**config.mk**
```make
export PLATFORM = sky130hd
export DESIGN_NAME = sacc_ctrl
export DESIGN_NICKNAME = d
export VERILOG_FILES = /design/src/design/sacc_pkg.sv /design/src/design/sacc_ctrl.sv /design/src/design/sacc_clkgen.sv
export VERILOG_INCLUDE_DIRS = /design/src /design/src/design
export SDC_FILE = /design/constraint.sdc
export NUM_CORES = 1
export LEC_CHECK = 0
export BUFFER_PORTS_ARGS = -buffer_cell sky130_fd_sc_hd__buf_2
export CAP_MARGIN = 40
export CORE_MARGIN = 4
export CORE_UTILIZATION = 63
export DETAILED_ROUTE_END_ITERATION = 8
export PLACE_DENSITY = 0.88
export SLEW_MARGIN = 0
export SYNTH_ARGS = -nofsm -noshare
export SYNTH_HDL_FRONTEND = slang
export SYNTH_SLANG_ARGS = --single-unit
export TNS_END_PERCENT = 1
```
**constraint.sdc**
```tcl
create_clock -name clk -period 4.1 [get_ports clk]
set_clock_uncertainty 0.15 [all_clocks]
set_input_delay 0.205 -clock clk [delete_from_list [all_inputs] [get_ports clk]]
set_output_delay 0.205 -clock clk [all_outputs]
set_load 0.01 [all_outputs]
```
**src/design/sacc_defs.svh**
```systemverilog
// Constants for the converter control block: offsets, field positions, resets, timing.
// Assumes a plain register port with byte-wide registers at word indices.
`ifndef SACC_DEFS_SVH
`define SACC_DEFS_SVH

`define SACC_OFS_CTRL0 4'h0
`define SACC_OFS_CTRL1 4'h1
`define SACC_OFS_RESH 4'h2
`define SACC_OFS_RESL 4'h3
`define SACC_OFS_FVRC 4'h4
`define SACC_OFS_PFLAG 4'h5
`define SACC_OFS_PEN 4'h6
`define SACC_OFS_INTC 4'h7

`define SACC_B_ON 0
`define SACC_B_GO 1
`define SACC_B_CHS 2
`define SACC_B_PREF 0
`define SACC_B_CS 4
`define SACC_B_FM 7
`define SACC_B_ADF 0
`define SACC_B_TEMPERATURE_RANGE_SELECT 4
`define SACC_B_TEMPERATURE_INDICATOR_ENABLE 5
`define SACC_B_RDY 6
`define SACC_B_REFERENCE_ENABLE 7
`define SACC_B_FLAG 6
`define SACC_B_IE 6
`define SACC_B_PERIPHERAL_INTERRUPT_ENABLE 6
`define SACC_B_GIE 7

`define SACC_RST_BYTE 8'h00
`define SACC_HALF_PERIODS 23
`define SACC_FVR_SETTLE_NS 1000
`define SACC_CLK_NS 10
`define SACC_RC_DIV 4

`endif

```
**src/design/sacc_pkg.sv**
```systemverilog
// Types shared by the converter control block.
// Assumes sacc_defs.svh supplies the numeric constants.
`default_nettype none
package sacc_pkg;
    typedef enum logic [2:0] {
        SACC_IDLE = 3'b001,
        SACC_WAIT = 3'b010,
        SACC_CONV = 3'b100
    } sacc_state_e;
    typedef struct packed {
        logic [3:0] addr;
        logic [7:0] wdata;
        logic wr;
        logic rd;
    } sacc_bus_s;
    typedef struct packed {
        logic mux_en;
        logic [4:0] chan;
        logic [1:0] pref;
        logic [1:0] buf_gain;
        logic ts_en;
        logic ts_high;
    } sacc_analog_s;
endpackage
`default_nettype wire

```
**src/design/sacc_ctrl.sv**
```systemverilog
// Converter control: registers, sequencing, result formatting, wake and interrupt.
// Assumes a comparator core answering each trial bit within one half period.
//
// Local design decisions: the register addresses and the strobed register port.
`default_nettype none
`include "sacc_defs.svh"
module sacc_ctrl
    import sacc_pkg::*;
#(
    parameter int RES_W = 10
) (
    input wire logic clk,
    input wire logic srst,
    input wire sacc_bus_s bus,
    output logic [7:0] rdata,
    input wire logic sleeping,
    input wire logic rc_tick,
    input wire logic comp_in,
    input wire logic fvr_pin_ready,
    output sacc_analog_s analog,
    output logic [RES_W-1:0] trial,
    output logic sample,
    output logic int_req,
    output logic wake,
    output logic vector_req
);
    localparam int FVR_CYC = (`SACC_FVR_SETTLE_NS + `SACC_CLK_NS - 1) / `SACC_CLK_NS;
    logic [7:0] c0_reg, c1_reg, fv_reg, pe_reg, ic_reg;
    logic [7:0] c0_next, c1_next, fv_next;
    logic flag_reg, flag_next;
    logic [RES_W-1:0] sar_reg, sar_next, bit_reg, bit_next;
    logic [RES_W-1:0] res_reg, res_next;
    logic [4:0] half_reg, half_next;
    sacc_state_e st_reg, st_next;
    logic [7:0] rdy_cnt_reg;
    logic rdy_reg;
    logic cmp_s1_reg, cmp_s2_reg, slp_s1_reg, slp_s2_reg, pin_s1_reg, pin_s2_reg;
    logic half_tick;
    logic wr0, wr1, wrf, wrp, wre, wri, rc_sel, abort, done, go_set, go_clr;
    logic [7:0] resh, resl, rd_mux;
    sacc_analog_s analog_next;

    sacc_clkgen u_clk (
        .clk(clk),
        .srst(srst),
        .run(st_reg != SACC_IDLE),
        .sel(c1_reg[`SACC_B_CS +: 3]),
        .rc_tick(rc_tick),
        .half_tick(half_tick)
    );

    assign wr0 = bus.wr && (bus.addr == `SACC_OFS_CTRL0);
    assign wr1 = bus.wr && (bus.addr == `SACC_OFS_CTRL1);
    assign wrf = bus.wr && (bus.addr == `SACC_OFS_FVRC);
    assign wrp = bus.wr && (bus.addr == `SACC_OFS_PFLAG);
    assign wre = bus.wr && (bus.addr == `SACC_OFS_PEN);
    assign wri = bus.wr && (bus.addr == `SACC_OFS_INTC);
    assign rc_sel = (c1_reg[`SACC_B_CS +: 2] == 2'h3);
    assign abort = (slp_s2_reg && !rc_sel) || !c0_reg[`SACC_B_ON];
    assign go_set = wr0 && bus.wdata[`SACC_B_GO] && c0_reg[`SACC_B_ON] && !c0_reg[`SACC_B_GO];
    assign go_clr = wr0 && !bus.wdata[`SACC_B_GO];
    // 23 half periods is 11.5 periods
    assign done = (st_reg == SACC_CONV) && half_tick
                  && (half_reg == 5'(`SACC_HALF_PERIODS - 1));

    // Sequencer
    always_comb begin
        st_next = st_reg;
        half_next = half_reg;
        sar_next = sar_reg;
        bit_next = bit_reg;
        case (st_reg)
            SACC_IDLE: begin
                if (go_set && !abort) begin
                    st_next = rc_sel ? SACC_WAIT : SACC_CONV;
                    half_next = 5'h00;
                    sar_next = '0;
                    bit_next = {1'b1, {(RES_W-1){1'b0}}};
                end
            end
            SACC_WAIT: begin
                if (abort || go_clr) begin
                    st_next = SACC_IDLE;
                end else if (half_tick) begin
                    st_next = SACC_CONV;
                end
            end
            SACC_CONV: begin
                if (abort || go_clr || done) begin
                    st_next = SACC_IDLE;
                end else if (half_tick) begin
                    half_next = half_reg + 5'h01;
                    if (half_reg[0] && bit_reg != '0) begin
                        sar_next = comp_in_trial(sar_reg, bit_reg, cmp_s2_reg);
                        bit_next = bit_reg >> 1;
                    end
                end
            end
            default: st_next = SACC_IDLE;
        endcase
    end

    function automatic logic [RES_W-1:0] comp_in_trial(
        input logic [RES_W-1:0] acc,
        input logic [RES_W-1:0] b,
        input logic keep
    );
        comp_in_trial = keep ? (acc | b) : acc;
    endfunction

    // Stop loads result, partial bits repeat last decision
    assign res_next = (st_reg == SACC_CONV && st_next == SACC_IDLE && !srst)
                      ? fill_partial(sar_reg, bit_reg, cmp_s2_reg) : res_reg;

    function automatic logic [RES_W-1:0] fill_partial(
        input logic [RES_W-1:0] acc,
        input logic [RES_W-1:0] b,
        input logic last
    );
        logic [RES_W-1:0] mask;
        mask = b | (b - {{(RES_W-1){1'b0}}, 1'b1});
        if (b == '0) begin
            fill_partial = acc;
        end else begin
            fill_partial = last ? (acc | mask) : (acc & ~mask);
        end
    endfunction

    always_comb begin
        c0_next = c0_reg;
        if (wr0) begin
            c0_next = {1'b0, bus.wdata[6:2], bus.wdata[`SACC_B_GO] && bus.wdata[`SACC_B_ON]
                       && c0_reg[`SACC_B_ON], bus.wdata[`SACC_B_ON]};
        end
        if (st_reg != SACC_IDLE && st_next == SACC_IDLE) begin
            c0_next[`SACC_B_GO] = 1'b0;
        end
    end
    assign c1_next = wr1 ? {bus.wdata[7:4], 1'b0, 1'b0, bus.wdata[1:0]} : c1_reg;
    assign fv_next = wrf ? {bus.wdata[7], 1'b0, bus.wdata[5:0]} : fv_reg;
    // Set on every completion; cleared only by software, set wins
    assign flag_next = done || (wrp ? bus.wdata[`SACC_B_FLAG] : flag_reg);

    assign resh = c1_reg[`SACC_B_FM] ? {6'h00, res_reg[9:8]} : res_reg[9:2];
    assign resl = c1_reg[`SACC_B_FM] ? res_reg[7:0] : {res_reg[1:0], 6'h00};

    assign rd_mux = (bus.addr == `SACC_OFS_CTRL0) ? c0_reg :
                    (bus.addr == `SACC_OFS_CTRL1) ? c1_reg :
                    (bus.addr == `SACC_OFS_RESH) ? resh :
                    (bus.addr == `SACC_OFS_RESL) ? resl :
                    (bus.addr == `SACC_OFS_FVRC) ? {fv_reg[7], rdy_reg, fv_reg[5:0]} :
                    (bus.addr == `SACC_OFS_PFLAG) ? {1'b0, flag_reg, 6'h00} :
                    (bus.addr == `SACC_OFS_PEN) ? pe_reg :
                    (bus.addr == `SACC_OFS_INTC) ? ic_reg : 8'h00;

    assign analog_next.mux_en = c0_reg[`SACC_B_ON];
    // Channel code passes to the mux
    assign analog_next.chan = c0_reg[`SACC_B_CHS +: 5];
    assign analog_next.pref = c1_reg[`SACC_B_PREF +: 2];
    assign analog_next.buf_gain = fv_reg[`SACC_B_REFERENCE_ENABLE] ? fv_reg[1:0] : 2'h0;
    assign analog_next.ts_en = fv_reg[`SACC_B_TEMPERATURE_INDICATOR_ENABLE];
    assign analog_next.ts_high = fv_reg[`SACC_B_TEMPERATURE_RANGE_SELECT];

    always_ff @(posedge clk) begin
        cmp_s1_reg <= comp_in;
        cmp_s2_reg <= cmp_s1_reg;
        slp_s1_reg <= sleeping;
        slp_s2_reg <= slp_s1_reg;
        pin_s1_reg <= fvr_pin_ready;
        pin_s2_reg <= pin_s1_reg;
    end

    always_ff @(posedge clk) begin
        if (srst) begin
            c0_reg <= `SACC_RST_BYTE;
            c1_reg <= `SACC_RST_BYTE;
            fv_reg <= `SACC_RST_BYTE;
            pe_reg <= `SACC_RST_BYTE;
            ic_reg <= `SACC_RST_BYTE;
            flag_reg <= 1'b0;
            st_reg <= SACC_IDLE;
            half_reg <= 5'h00;
            sar_reg <= '0;
            bit_reg <= '0;
            res_reg <= '0;
        end else begin
            c0_reg <= c0_next;
            c1_reg <= c1_next;
            fv_reg <= fv_next;
            pe_reg <= wre ? bus.wdata : pe_reg;
            ic_reg <= wri ? bus.wdata : ic_reg;
            flag_reg <= flag_next;
            st_reg <= st_next;
            half_reg <= half_next;
            sar_reg <= sar_next;
            bit_reg <= bit_next;
            res_reg <= res_next;
        end
    end

    // Reference ready after settling time
    always_ff @(posedge clk) begin
        if (srst || !fv_reg[`SACC_B_REFERENCE_ENABLE]) begin
            rdy_cnt_reg <= 8'h00;
            rdy_reg <= 1'b0;
        end else if (rdy_cnt_reg != 8'(FVR_CYC)) begin
            rdy_cnt_reg <= rdy_cnt_reg + 8'h01;
        end else begin
            rdy_reg <= pin_s2_reg;
        end
    end

    always_ff @(posedge clk) begin
        if (srst) begin
            rdata <= 8'h00;
            analog <= '0;
            trial <= '0;
            sample <= 1'b0;
            int_req <= 1'b0;
            wake <= 1'b0;
            vector_req <= 1'b0;
        end else begin
            rdata <= bus.rd ? rd_mux : 8'h00;
            analog <= analog_next;
            trial <= sar_next | bit_next;
            sample <= (st_next == SACC_IDLE) && c0_next[`SACC_B_ON];
            int_req <= flag_next && (wre ? bus.wdata[`SACC_B_IE] : pe_reg[`SACC_B_IE]);
            // Wake on enabled completion in sleep
            wake <= slp_s2_reg && flag_next && pe_reg[`SACC_B_IE];
            // Vector only with all three enables
            vector_req <= flag_next && pe_reg[`SACC_B_IE] && ic_reg[`SACC_B_PERIPHERAL_INTERRUPT_ENABLE]
                          && ic_reg[`SACC_B_GIE];
        end
    end
endmodule
`default_nettype wire

```
**src/design/sacc_clkgen.sv**
```systemverilog
// Converter clock tick source: divided system clock or RC clock tick.
// Assumes rc_tick is a synchronous one-cycle pulse from the RC oscillator logic.
`default_nettype none
`include "sacc_defs.svh"
module sacc_clkgen
    import sacc_pkg::*;
(
    input wire logic clk,
    input wire logic srst,
    input wire logic run,
    input wire logic [2:0] sel,
    input wire logic rc_tick,
    output logic half_tick
);
    logic [5:0] cnt_reg;
    logic [5:0] cnt_next;
    logic [5:0] half_div;
    logic use_rc;
    assign half_div = (sel == 3'h0) ? 6'h01 : (sel == 3'h4) ? 6'h02 :
                      (sel == 3'h1) ? 6'h04 : (sel == 3'h5) ? 6'h08 :
                      (sel == 3'h2) ? 6'h10 : 6'h20;
    assign use_rc = (sel[1:0] == 2'h3);
    assign cnt_next = (!run || cnt_reg + 6'h01 >= half_div) ? 6'h00 : cnt_reg + 6'h01;
    always_ff @(posedge clk) begin
        if (srst) begin
            cnt_reg <= 6'h00;
            half_tick <= 1'b0;
        end else begin
            cnt_reg <= cnt_next;
            half_tick <= run && (use_rc ? rc_tick : (cnt_reg + 6'h01 >= half_div));
        end
    end
endmodule
`default_nettype wire

```
==> results of run 1 <==
==> what timing repair did <==
item | in CTS | in global routing
setup endpoints to repair | 0 | 0
hold buffers | 13 | 0
endpoints found under the hold margin | 40 | 0
==> worst max path at each step <==
stage,depth (start not counted),end,slack (ns),from
finish,5,res_reg[0]$_SDFFE_PP0P_,1.56,c1_reg[4]$_SDFFE_PP0P_
detailed placement,6,trial[3]$_SDFF_PP0_,1.56,bus[12]
global route,7,trial[2]$_SDFF_PP0_,1.39,half_reg[0]$_SDFFE_PP0P_
CTS,5,res_reg[0]$_SDFFE_PP0P_,1.59,c1_reg[4]$_SDFFE_PP0P_
floorplan,8,trial[3]$_SDFF_PP0_,1.99,half_reg[0]$_SDFFE_PP0P_
global placement,6,trial[3]$_SDFF_PP0_,1.64,bus[12]
==> critical path, delay by kind of cell, from the launching register on <==
kind,cells,cell delay (ns)
flip-flops,1,0.55
multiplexers,1,0.26
AND/OR/NAND/NOR,2,0.27
AO/OA/AOI/OAI,2,1.15
==> layout make-up <==
type                       count  area, µm²  share of cell area
antenna                        1       2.50            0.000375
clock buffer                  20        445              0.0667
clock inverter                12        155              0.0232
inverter                      13       48.8             0.00730
multi-input combinational    422       2840               0.425
sequential                   131       2620               0.393
tap                          108        135              0.0202
timing repair buffer          71        430              0.0644
==> stage by stage <==
| step | cells | hold slack (ns) | util | total power [mW] |
|---|---|---|---|---|
| 2_1_floorplan | 601 | 0.0827 | - | 1.38 |
| 3_3_place_gp | 730 | 0.157 | 0.681 | 1.41 |
| 3_5_place_dp | 731 | 0.159 | 0.681 | 1.41 |
| 4_1_cts | 776 | 0.0175 | 0.765 | 2.91 |
| 5_1_grt | 777 | 0.0477 | 0.766 | 3.00 |
| 6_report | 778 | 0.0405 | 0.766 | 2.91 |
==> layout by cell type, fill, tap and decap left out, types with 4 or more instances in the layout <==
cell type,instances
sky130_fd_sc_hd__a211o_1,5
sky130_fd_sc_hd__a21o_1,4
sky130_fd_sc_hd__a21oi_1,29
sky130_fd_sc_hd__a22o_1,14
sky130_fd_sc_hd__a22oi_1,6
sky130_fd_sc_hd__and2_1,4
sky130_fd_sc_hd__and3_1,4
sky130_fd_sc_hd__buf_2,53
sky130_fd_sc_hd__buf_4,4
sky130_fd_sc_hd__clkbuf_16,16
sky130_fd_sc_hd__dfxtp_1,131
sky130_fd_sc_hd__dlygate4sd3_1,13
sky130_fd_sc_hd__ha_1,11
sky130_fd_sc_hd__inv_1,13
sky130_fd_sc_hd__mux2_2,4
sky130_fd_sc_hd__mux2i_1,42
sky130_fd_sc_hd__nand2_1,37
sky130_fd_sc_hd__nand2b_1,11
sky130_fd_sc_hd__nand3_1,32
sky130_fd_sc_hd__nand3b_1,12
sky130_fd_sc_hd__nand4b_1,5
sky130_fd_sc_hd__nor2_1,60
sky130_fd_sc_hd__nor2b_1,20
sky130_fd_sc_hd__nor3_1,19
sky130_fd_sc_hd__o21ai_0,25
sky130_fd_sc_hd__o41ai_1,4
sky130_fd_sc_hd__or2_1,6
sky130_fd_sc_hd__or2_2,4
sky130_fd_sc_hd__xnor2_1,4
sky130_fd_sc_hd__xor2_1,10
==> kinds of logic after synthesis <==
group | share of synthesized area
multiplexers | 0.0862
adder cells (fa/ha/maj) | 0.0243
AND/OR/NAND/NOR | 0.233
AO/OA/AOI/OAI | 0.134
XOR/XNOR | 0.0217
buffers and inverters | 0.0367
flip-flops | 0.463
==> where the power goes <==
part	switching, mW	internal, mW
clock network	0.553	0.959
registers	0.00821	1.28
logic	0.0664	0.0405
==> synthesized netlist by cell type, drive strengths merged, types with 2 or more instances <==
library cell / n / area share
a32o: 2 / 0.0035
xor2: 10 / 0.015
nor3b: 3 / 0.0040
a22o: 14 / 0.022
a21o: 4 / 0.0053
mux2i: 42 / 0.074
nor2b: 20 / 0.022
nor2: 60 / 0.040
a221oi: 3 / 0.0046
nand2b: 11 / 0.012
a22oi: 6 / 0.0080
o21ai: 26 / 0.024
a31oi: 2 / 0.0022
inv: 13 / 0.0086
o21a: 2 / 0.0027
and2: 4 / 0.0044
buf: 10 / 0.011
and3b: 2 / 0.0031
a211o: 5 / 0.0077
xnor2: 4 / 0.0062
a21oi: 30 / 0.027
nand3: 32 / 0.028
o41ai: 4 / 0.0062
dfxtp: 131 / 0.46
nor4: 4 / 0.011
o31ai: 2 / 0.0027
and4: 2 / 0.0031
nor4b: 4 / 0.0073
or2: 10 / 0.011
ha: 11 / 0.024
mux2: 4 / 0.0080
a222oi: 2 / 0.0035
nand4b: 5 / 0.0077
nand2: 38 / 0.026
or3b: 3 / 0.0046
and3: 4 / 0.0044
nand3b: 12 / 0.016
clkbuf: 25 / 0.017
nor3: 22 / 0.022
==> layer usage <==
metal / track usage / part of all wire / vias up
li1: - / - / 2252
met1: 0.343 / 0.41 / 2275
met2: 0.450 / 0.48 / 224
met3: 0.0880 / 0.080 / 50
met4: 0.137 / 0.035 / 2
met5: 0 / 0.00050 / -
==> out/summary.txt, run 1 <==
============================================================================
Reg with most FFs .............................................       analog
Final Net Count ...............................................          687
Maximum fanout along the worst path ...........................           18
Number of global-route vias before repair .....................         4812
Total congestion overflow .....................................            0
Fillcell total ................................................          579
Main flop type after synthesis ................................ sky130_fd_sc_hd__dfxtp_1
Remaining max-slew budget at the tightest pin .................        0.368
Part of the Yosys area used for sequential elements ...........        0.463
Cells after Synth .............................................          601
WL final ......................................................      13.9 mm
GPL Wtd Cong ..................................................        0.948
Largest vdd supply drop .......................................       334 µV
Worst min-delay path startpoint ...............................       bus[0]
Crit path required time .......................................      4.33 ns
Post-CTS sizing ...............................................            0
Number of instances on the worst hold path ....................            3
Height of the die .............................................       103 µm
Class of the worst hold path ..................................       in2reg
Setup slack on the worst flop-to-flop path ....................      1.56 ns
Placeable core region .........................................  0.00872 mm²
Routed length per instance ....................................      17.9 µm
Number of buffers created by CTS ..............................           17
Post-layout instance area .....................................  0.00668 mm²
Hpwl dp .......................................................      9.12 mm
Number of DRC violations after detailed routing ...............            0
Count of maximum capacitance violations .......................            0
Vias per Instance .............................................         6.17
Final setup fails .............................................            0
Shortest period the worst path allows .........................      2.54 ns
Initial core utilization ......................................        0.649
CTS tree ......................................................          yes
Number of synthesis warnings ..................................            0
Total Negative Setup Slacks ...................................         0 ns
Num rows ......................................................           34
Iteration-0 DRC Markers .......................................          418
Sequence of cells on the critical path ........................ nand2_2 -> a221o_1 -> o21ai_2 -> mux2i_1 -> nor2_1
Antenna violations before repair ..............................            1
Synth Register Bits ...........................................          131
Number of setup buffers added after CTS .......................            0
Top-level I/O count ...........................................           54
Kind of critical path .........................................      reg2reg
Slew Limit Fails ..............................................            0
Count of input and output buffers .............................           53
Slowest cell on the critical path ............................. sky130_fd_sc_hd__o21ai_2
Aggregate global-route resource usage .........................        0.281
Endpoint of the worst register-to-register path ............... res_reg[0]$_SDFFE_PP0P_
Pre-CTS setup slack ...........................................      1.56 ns
Run status .................................................... finished clean
Number of distinct library cells after synthesis ..............           64
Type of element capturing the critical path ...................    flip-flop
Max Buffers Root-to-Sink ......................................            2
Worst hold endpoint ........................................... rdata[6]$_SDFF_PP0_
Crit path largest cell delay ..................................      0.60 ns
Critical R2R Launch ........................................... c1_reg[4]$_SDFFE_PP0P_
Transition at the pin with the smallest max-transition slack ..     0.943 ns
Number of flops mapped to enable cells by yosys ...............            0
First-pass GRT wire length ....................................      23.0 mm
Total nets after synthesis ....................................          632
Arrival time at the worst endpoint ............................      2.77 ns
Clk pin slew, worst setup/hold paths ..........................      0.06 ns
Number of antenna-violating nets in the routed design .........            0
TritonCTS sink count ..........................................          131
Overall die width .............................................       103 µm
Number of cells on the worst reg-to-reg path ..................            5
Setup repair after global routing missed its margin ...........           no
Per-instance average area after synthesis .....................     9.42 µm²
Pleak .........................................................      2.64 nW
Fraction of registers with async set or reset after synthesis .            0
Post-route setup slack ........................................      1.56 ns
Layout Area Growth over Synthesis .............................        18.1%
Startpoint kind of the worst setup timing path ................    flip-flop
Number of iterations in the first detailed-routing pass .......            6
Pin count of the biggest net entering global routing ..........           53
Total number of vias ..........................................         4803
Clock root buffer ............................................. sky130_fd_sc_hd__clkbuf_8
Total Die Area ................................................   0.0106 mm²
Max Clock Freq ................................................    0.394 GHz
Cell area after placement .....................................  0.00594 mm²
Number of flip-flops in the largest register ..................           12
Clock latency at the later pin of the worst-skew pair .........      0.53 ns
H-tree level count ............................................            4
Final hold vios ...............................................            0
Pwr Density ...................................................   436 mW/mm²
Period Utilization, post-route ................................        0.620
Area of the mapped netlist ....................................  0.00566 mm²
Share of cells above drive strength 1 .........................        0.172
============================================================================
Note: power is estimated with default switching activity, not from simulation.
==> run 2: changes to the inputs <==
--- a/config.mk
+++ b/config.mk
@@ -9,9 +9,9 @@
 export BUFFER_PORTS_ARGS = -buffer_cell sky130_fd_sc_hd__buf_2
 export CAP_MARGIN = 40
 export CORE_MARGIN = 4
-export CORE_UTILIZATION = 63
+export CORE_UTILIZATION = 59
 export DETAILED_ROUTE_END_ITERATION = 8
-export PLACE_DENSITY = 0.88
+export PLACE_DENSITY = 0.83
 export SLEW_MARGIN = 0
 export SYNTH_ARGS = -nofsm -noshare
 export SYNTH_HDL_FRONTEND = slang
==> constraint.sdc (replaced) <==
create_clock -name clk -period 2.66 [get_ports clk]
set_clock_uncertainty 0.15 [all_clocks]
set_input_delay 0.133 -clock clk [delete_from_list [all_inputs] [get_ports clk]]
set_output_delay 0.133 -clock clk [all_outputs]
set_load 0.01 [all_outputs]
==> out/summary.txt, run 2 (synthesis gave the netlist of run 1 again) <==
================================================================================
TritonCTS sink count ..............................................          131
Placeable core region .............................................  0.00928 mm²
Antenna violations before repair ..................................            1
First-pass GRT wire length ........................................      22.6 mm
Height of the die .................................................       106 µm
Setup repair after global routing missed its margin ...............           no
Internal portion of total power ...................................      3.62 mW
Routed length per instance ........................................      17.2 µm
Arrival time at the worst endpoint ................................      2.86 ns
NetSw .............................................................       998 µW
Count of maximum capacitance violations ...........................            0
Slew Limit Fails ..................................................            0
Number of antenna-violating nets in the routed design .............            0
Clock latency at the later pin of the worst-skew pair .............      0.53 ns
Setup slack on the worst flop-to-flop path ........................      0.28 ns
Final setup fails .................................................            0
Largest vdd supply drop ...........................................       518 µV
Number of flip-flops in the largest register ......................           12
Period Utilization, post-route ....................................        0.952
Pwr Density .......................................................   670 mW/mm²
Number of cells on the worst reg-to-reg path ......................            5
Layout Area Growth over Synthesis .................................        21.9%
Num rows ..........................................................           35
Switching share of power ..........................................        0.216
Endpoint of the worst register-to-register path ................... res_reg[8]$_SDFFE_PP0P_
Share of power burned in registers ................................        0.430
Number of setup buffers added after CTS ...........................            0
Transition at the pin with the smallest max-transition slack ......     0.846 ns
Area occupied by multi-input gates ................................  0.00285 mm²
Maximum fanout along the worst path ...............................           13
Iteration-0 DRC Markers ...........................................          334
Worst hold endpoint ............................................... flag_reg$_SDFF_PP0_
Total Negative Setup Slacks .......................................         0 ns
Number of DRC violations after detailed routing ...................            0
Share of cells above drive strength 1 .............................        0.182
Comb pwr share ....................................................        0.039
Clock root buffer ................................................. sky130_fd_sc_hd__clkbuf_8
FF/Latch Area .....................................................  0.00262 mm²
Critical R2R Launch ............................................... c1_reg[4]$_SDFFE_PP0P_
Shortest period the worst path allows .............................      2.53 ns
Total congestion overflow .........................................            0
Vias per Instance .................................................         5.86
Max Clock Freq ....................................................    0.395 GHz
Number of buffers created by CTS ..................................           17
Crit path required time ...........................................      2.98 ns
GPL Wtd Cong ......................................................        0.882
Clk pin slew, worst setup/hold paths ..............................      0.06 ns
Kind of critical path .............................................       in2reg
H-tree level count ................................................            4
Aggregate global-route resource usage .............................        0.254
Number of instances on the worst hold path ........................            4
Pin count of the biggest net entering global routing ..............           58
Remaining max-slew budget at the tightest pin .....................        0.431
Total Die Area ....................................................   0.0112 mm²
Placed cell count .................................................          763
Fillcell total ....................................................          671
Initial core utilization ..........................................        0.610
Class of the worst hold path ......................................       in2reg
Leading cell types in the layout, fill and taps excluded .......... sky130_fd_sc_hd__dfxtp_1, sky130_fd_sc_hd__nor2_1, sky130_fd_sc_hd__buf_2, sky130_fd_sc_hd__mux2i_1, sky130_fd_sc_hd__nand2_1
Number of iterations in the first detailed-routing pass ...........            6
Number of global-route vias before repair .........................         4616
Pleak .............................................................      2.74 nW
Diodes inserted ...................................................            0
Overall die width .................................................       106 µm
Commonest non-fill, non-tap cell in the layout .................... sky130_fd_sc_hd__dfxtp_1
Final standard cell count with taps included and fillers excluded .          815
Count of input and output buffers .................................           53
Reg with most FFs .................................................       analog
Total number of vias ..............................................         4774
Max Buffers Root-to-Sink ..........................................            2
Run status ........................................................ finished clean
Type of element capturing the critical path .......................    flip-flop
WL final ..........................................................      14.0 mm
Top-level I/O count ...............................................           54
Hpwl dp ...........................................................      9.60 mm
CTS tree ..........................................................          yes
Final Net Count ...................................................          704
Final hold vios ...................................................            0
Worst min-delay path startpoint ...................................      bus[12]
Startpoint kind of the worst setup timing path ....................   input port
Fraction of power consumed by the clock network ...................        0.531
================================================================================
## run 2: changes by cell type in the layout (fill, tap and decap cells not counted), sizes merged
cell / delta
clkbuf: -1
clkinvlp: +1
dlygate4sd3: +7
diode: -1
clkinv: -2
buf: +11
bufinv: +1
## run 2: routing by layer
layer	global-route usage	share of wire	vias up
met5	0	0.00050	-
met4	0.108	0.025	2
met3	0.0559	0.066	38
met2	0.425	0.49	181
met1	0.315	0.42	2267
li1	-	-	2286
## run 2: worst max-delay path by stage
stage	from	to
2_1_floorplan	half_reg[0]$_SDFFE_PP0P_	trial[3]$_SDFF_PP0_
3_3_place_gp	c1_reg[4]$_SDFFE_PP0P_	res_reg[0]$_SDFFE_PP0P_
3_5_place_dp	c1_reg[5]$_SDFFE_PP0P_	res_reg[8]$_SDFFE_PP0P_
4_1_cts	bus[13]	fv_reg[2]$_SDFFE_PP0P_
5_1_grt	bus[13]	fv_reg[2]$_SDFFE_PP0P_
6_report	bus[13]	fv_reg[2]$_SDFFE_PP0P_
## run 2: repair_timing
action,CTS,global route
endpoints found under the setup margin,0,2
hold buffers,20,0
resized for setup,0,1
endpoints found under the hold margin,51,0
## run 2: critical path, cell delays in order
cell and delay [ns]:
sky130_fd_sc_hd__dlygate4sd3_1 0.54, sky130_fd_sc_hd__buf_2 0.22, sky130_fd_sc_hd__nor4b_4 0.35, sky130_fd_sc_hd__buf_4 0.24, sky130_fd_sc_hd__nand3_1 0.08, sky130_fd_sc_hd__dlygate4sd3_1 0.57, sky130_fd_sc_hd__a21oi_1 0.15, sky130_fd_sc_hd__dlygate4sd3_1 0.58
## run 2: through the flow
stage	power [mW]	setup slack (ns)	hold slack, ns	area (µm²)	util
after floorplan	2.13	0.546	0.0107	5660	-
after global placement	2.18	0.406	0.0857	6060	0.653
after detailed placement	2.19	0.340	0.0876	6060	0.653
after CTS	4.64	0.104	0.00820	6890	0.742
after global routing	4.76	0.0297	0.0499	6900	0.743
final	4.62	0.127	0.0339	6900	0.743
## run 2: cell type report
cell class	count	area share
inverter	13	0.00707
clock inverter	12	0.0259
sequential	131	0.380
clock buffer	20	0.0646
multi-input combinational	422	0.413
tap	129	0.0234
timing repair buffer	88	0.0856
## run 2: power by group through the flow
stage	clock network, mW	registers, mW	logic [mW]
6_report	2.45	1.99	0.181
5_1_grt	2.57	1.99	0.194
4_1_cts	2.47	1.99	0.175
3_5_place_dp	0	2.03	0.155
3_3_place_gp	0	2.03	0.152
2_1_floorplan	0	2.03	0.101
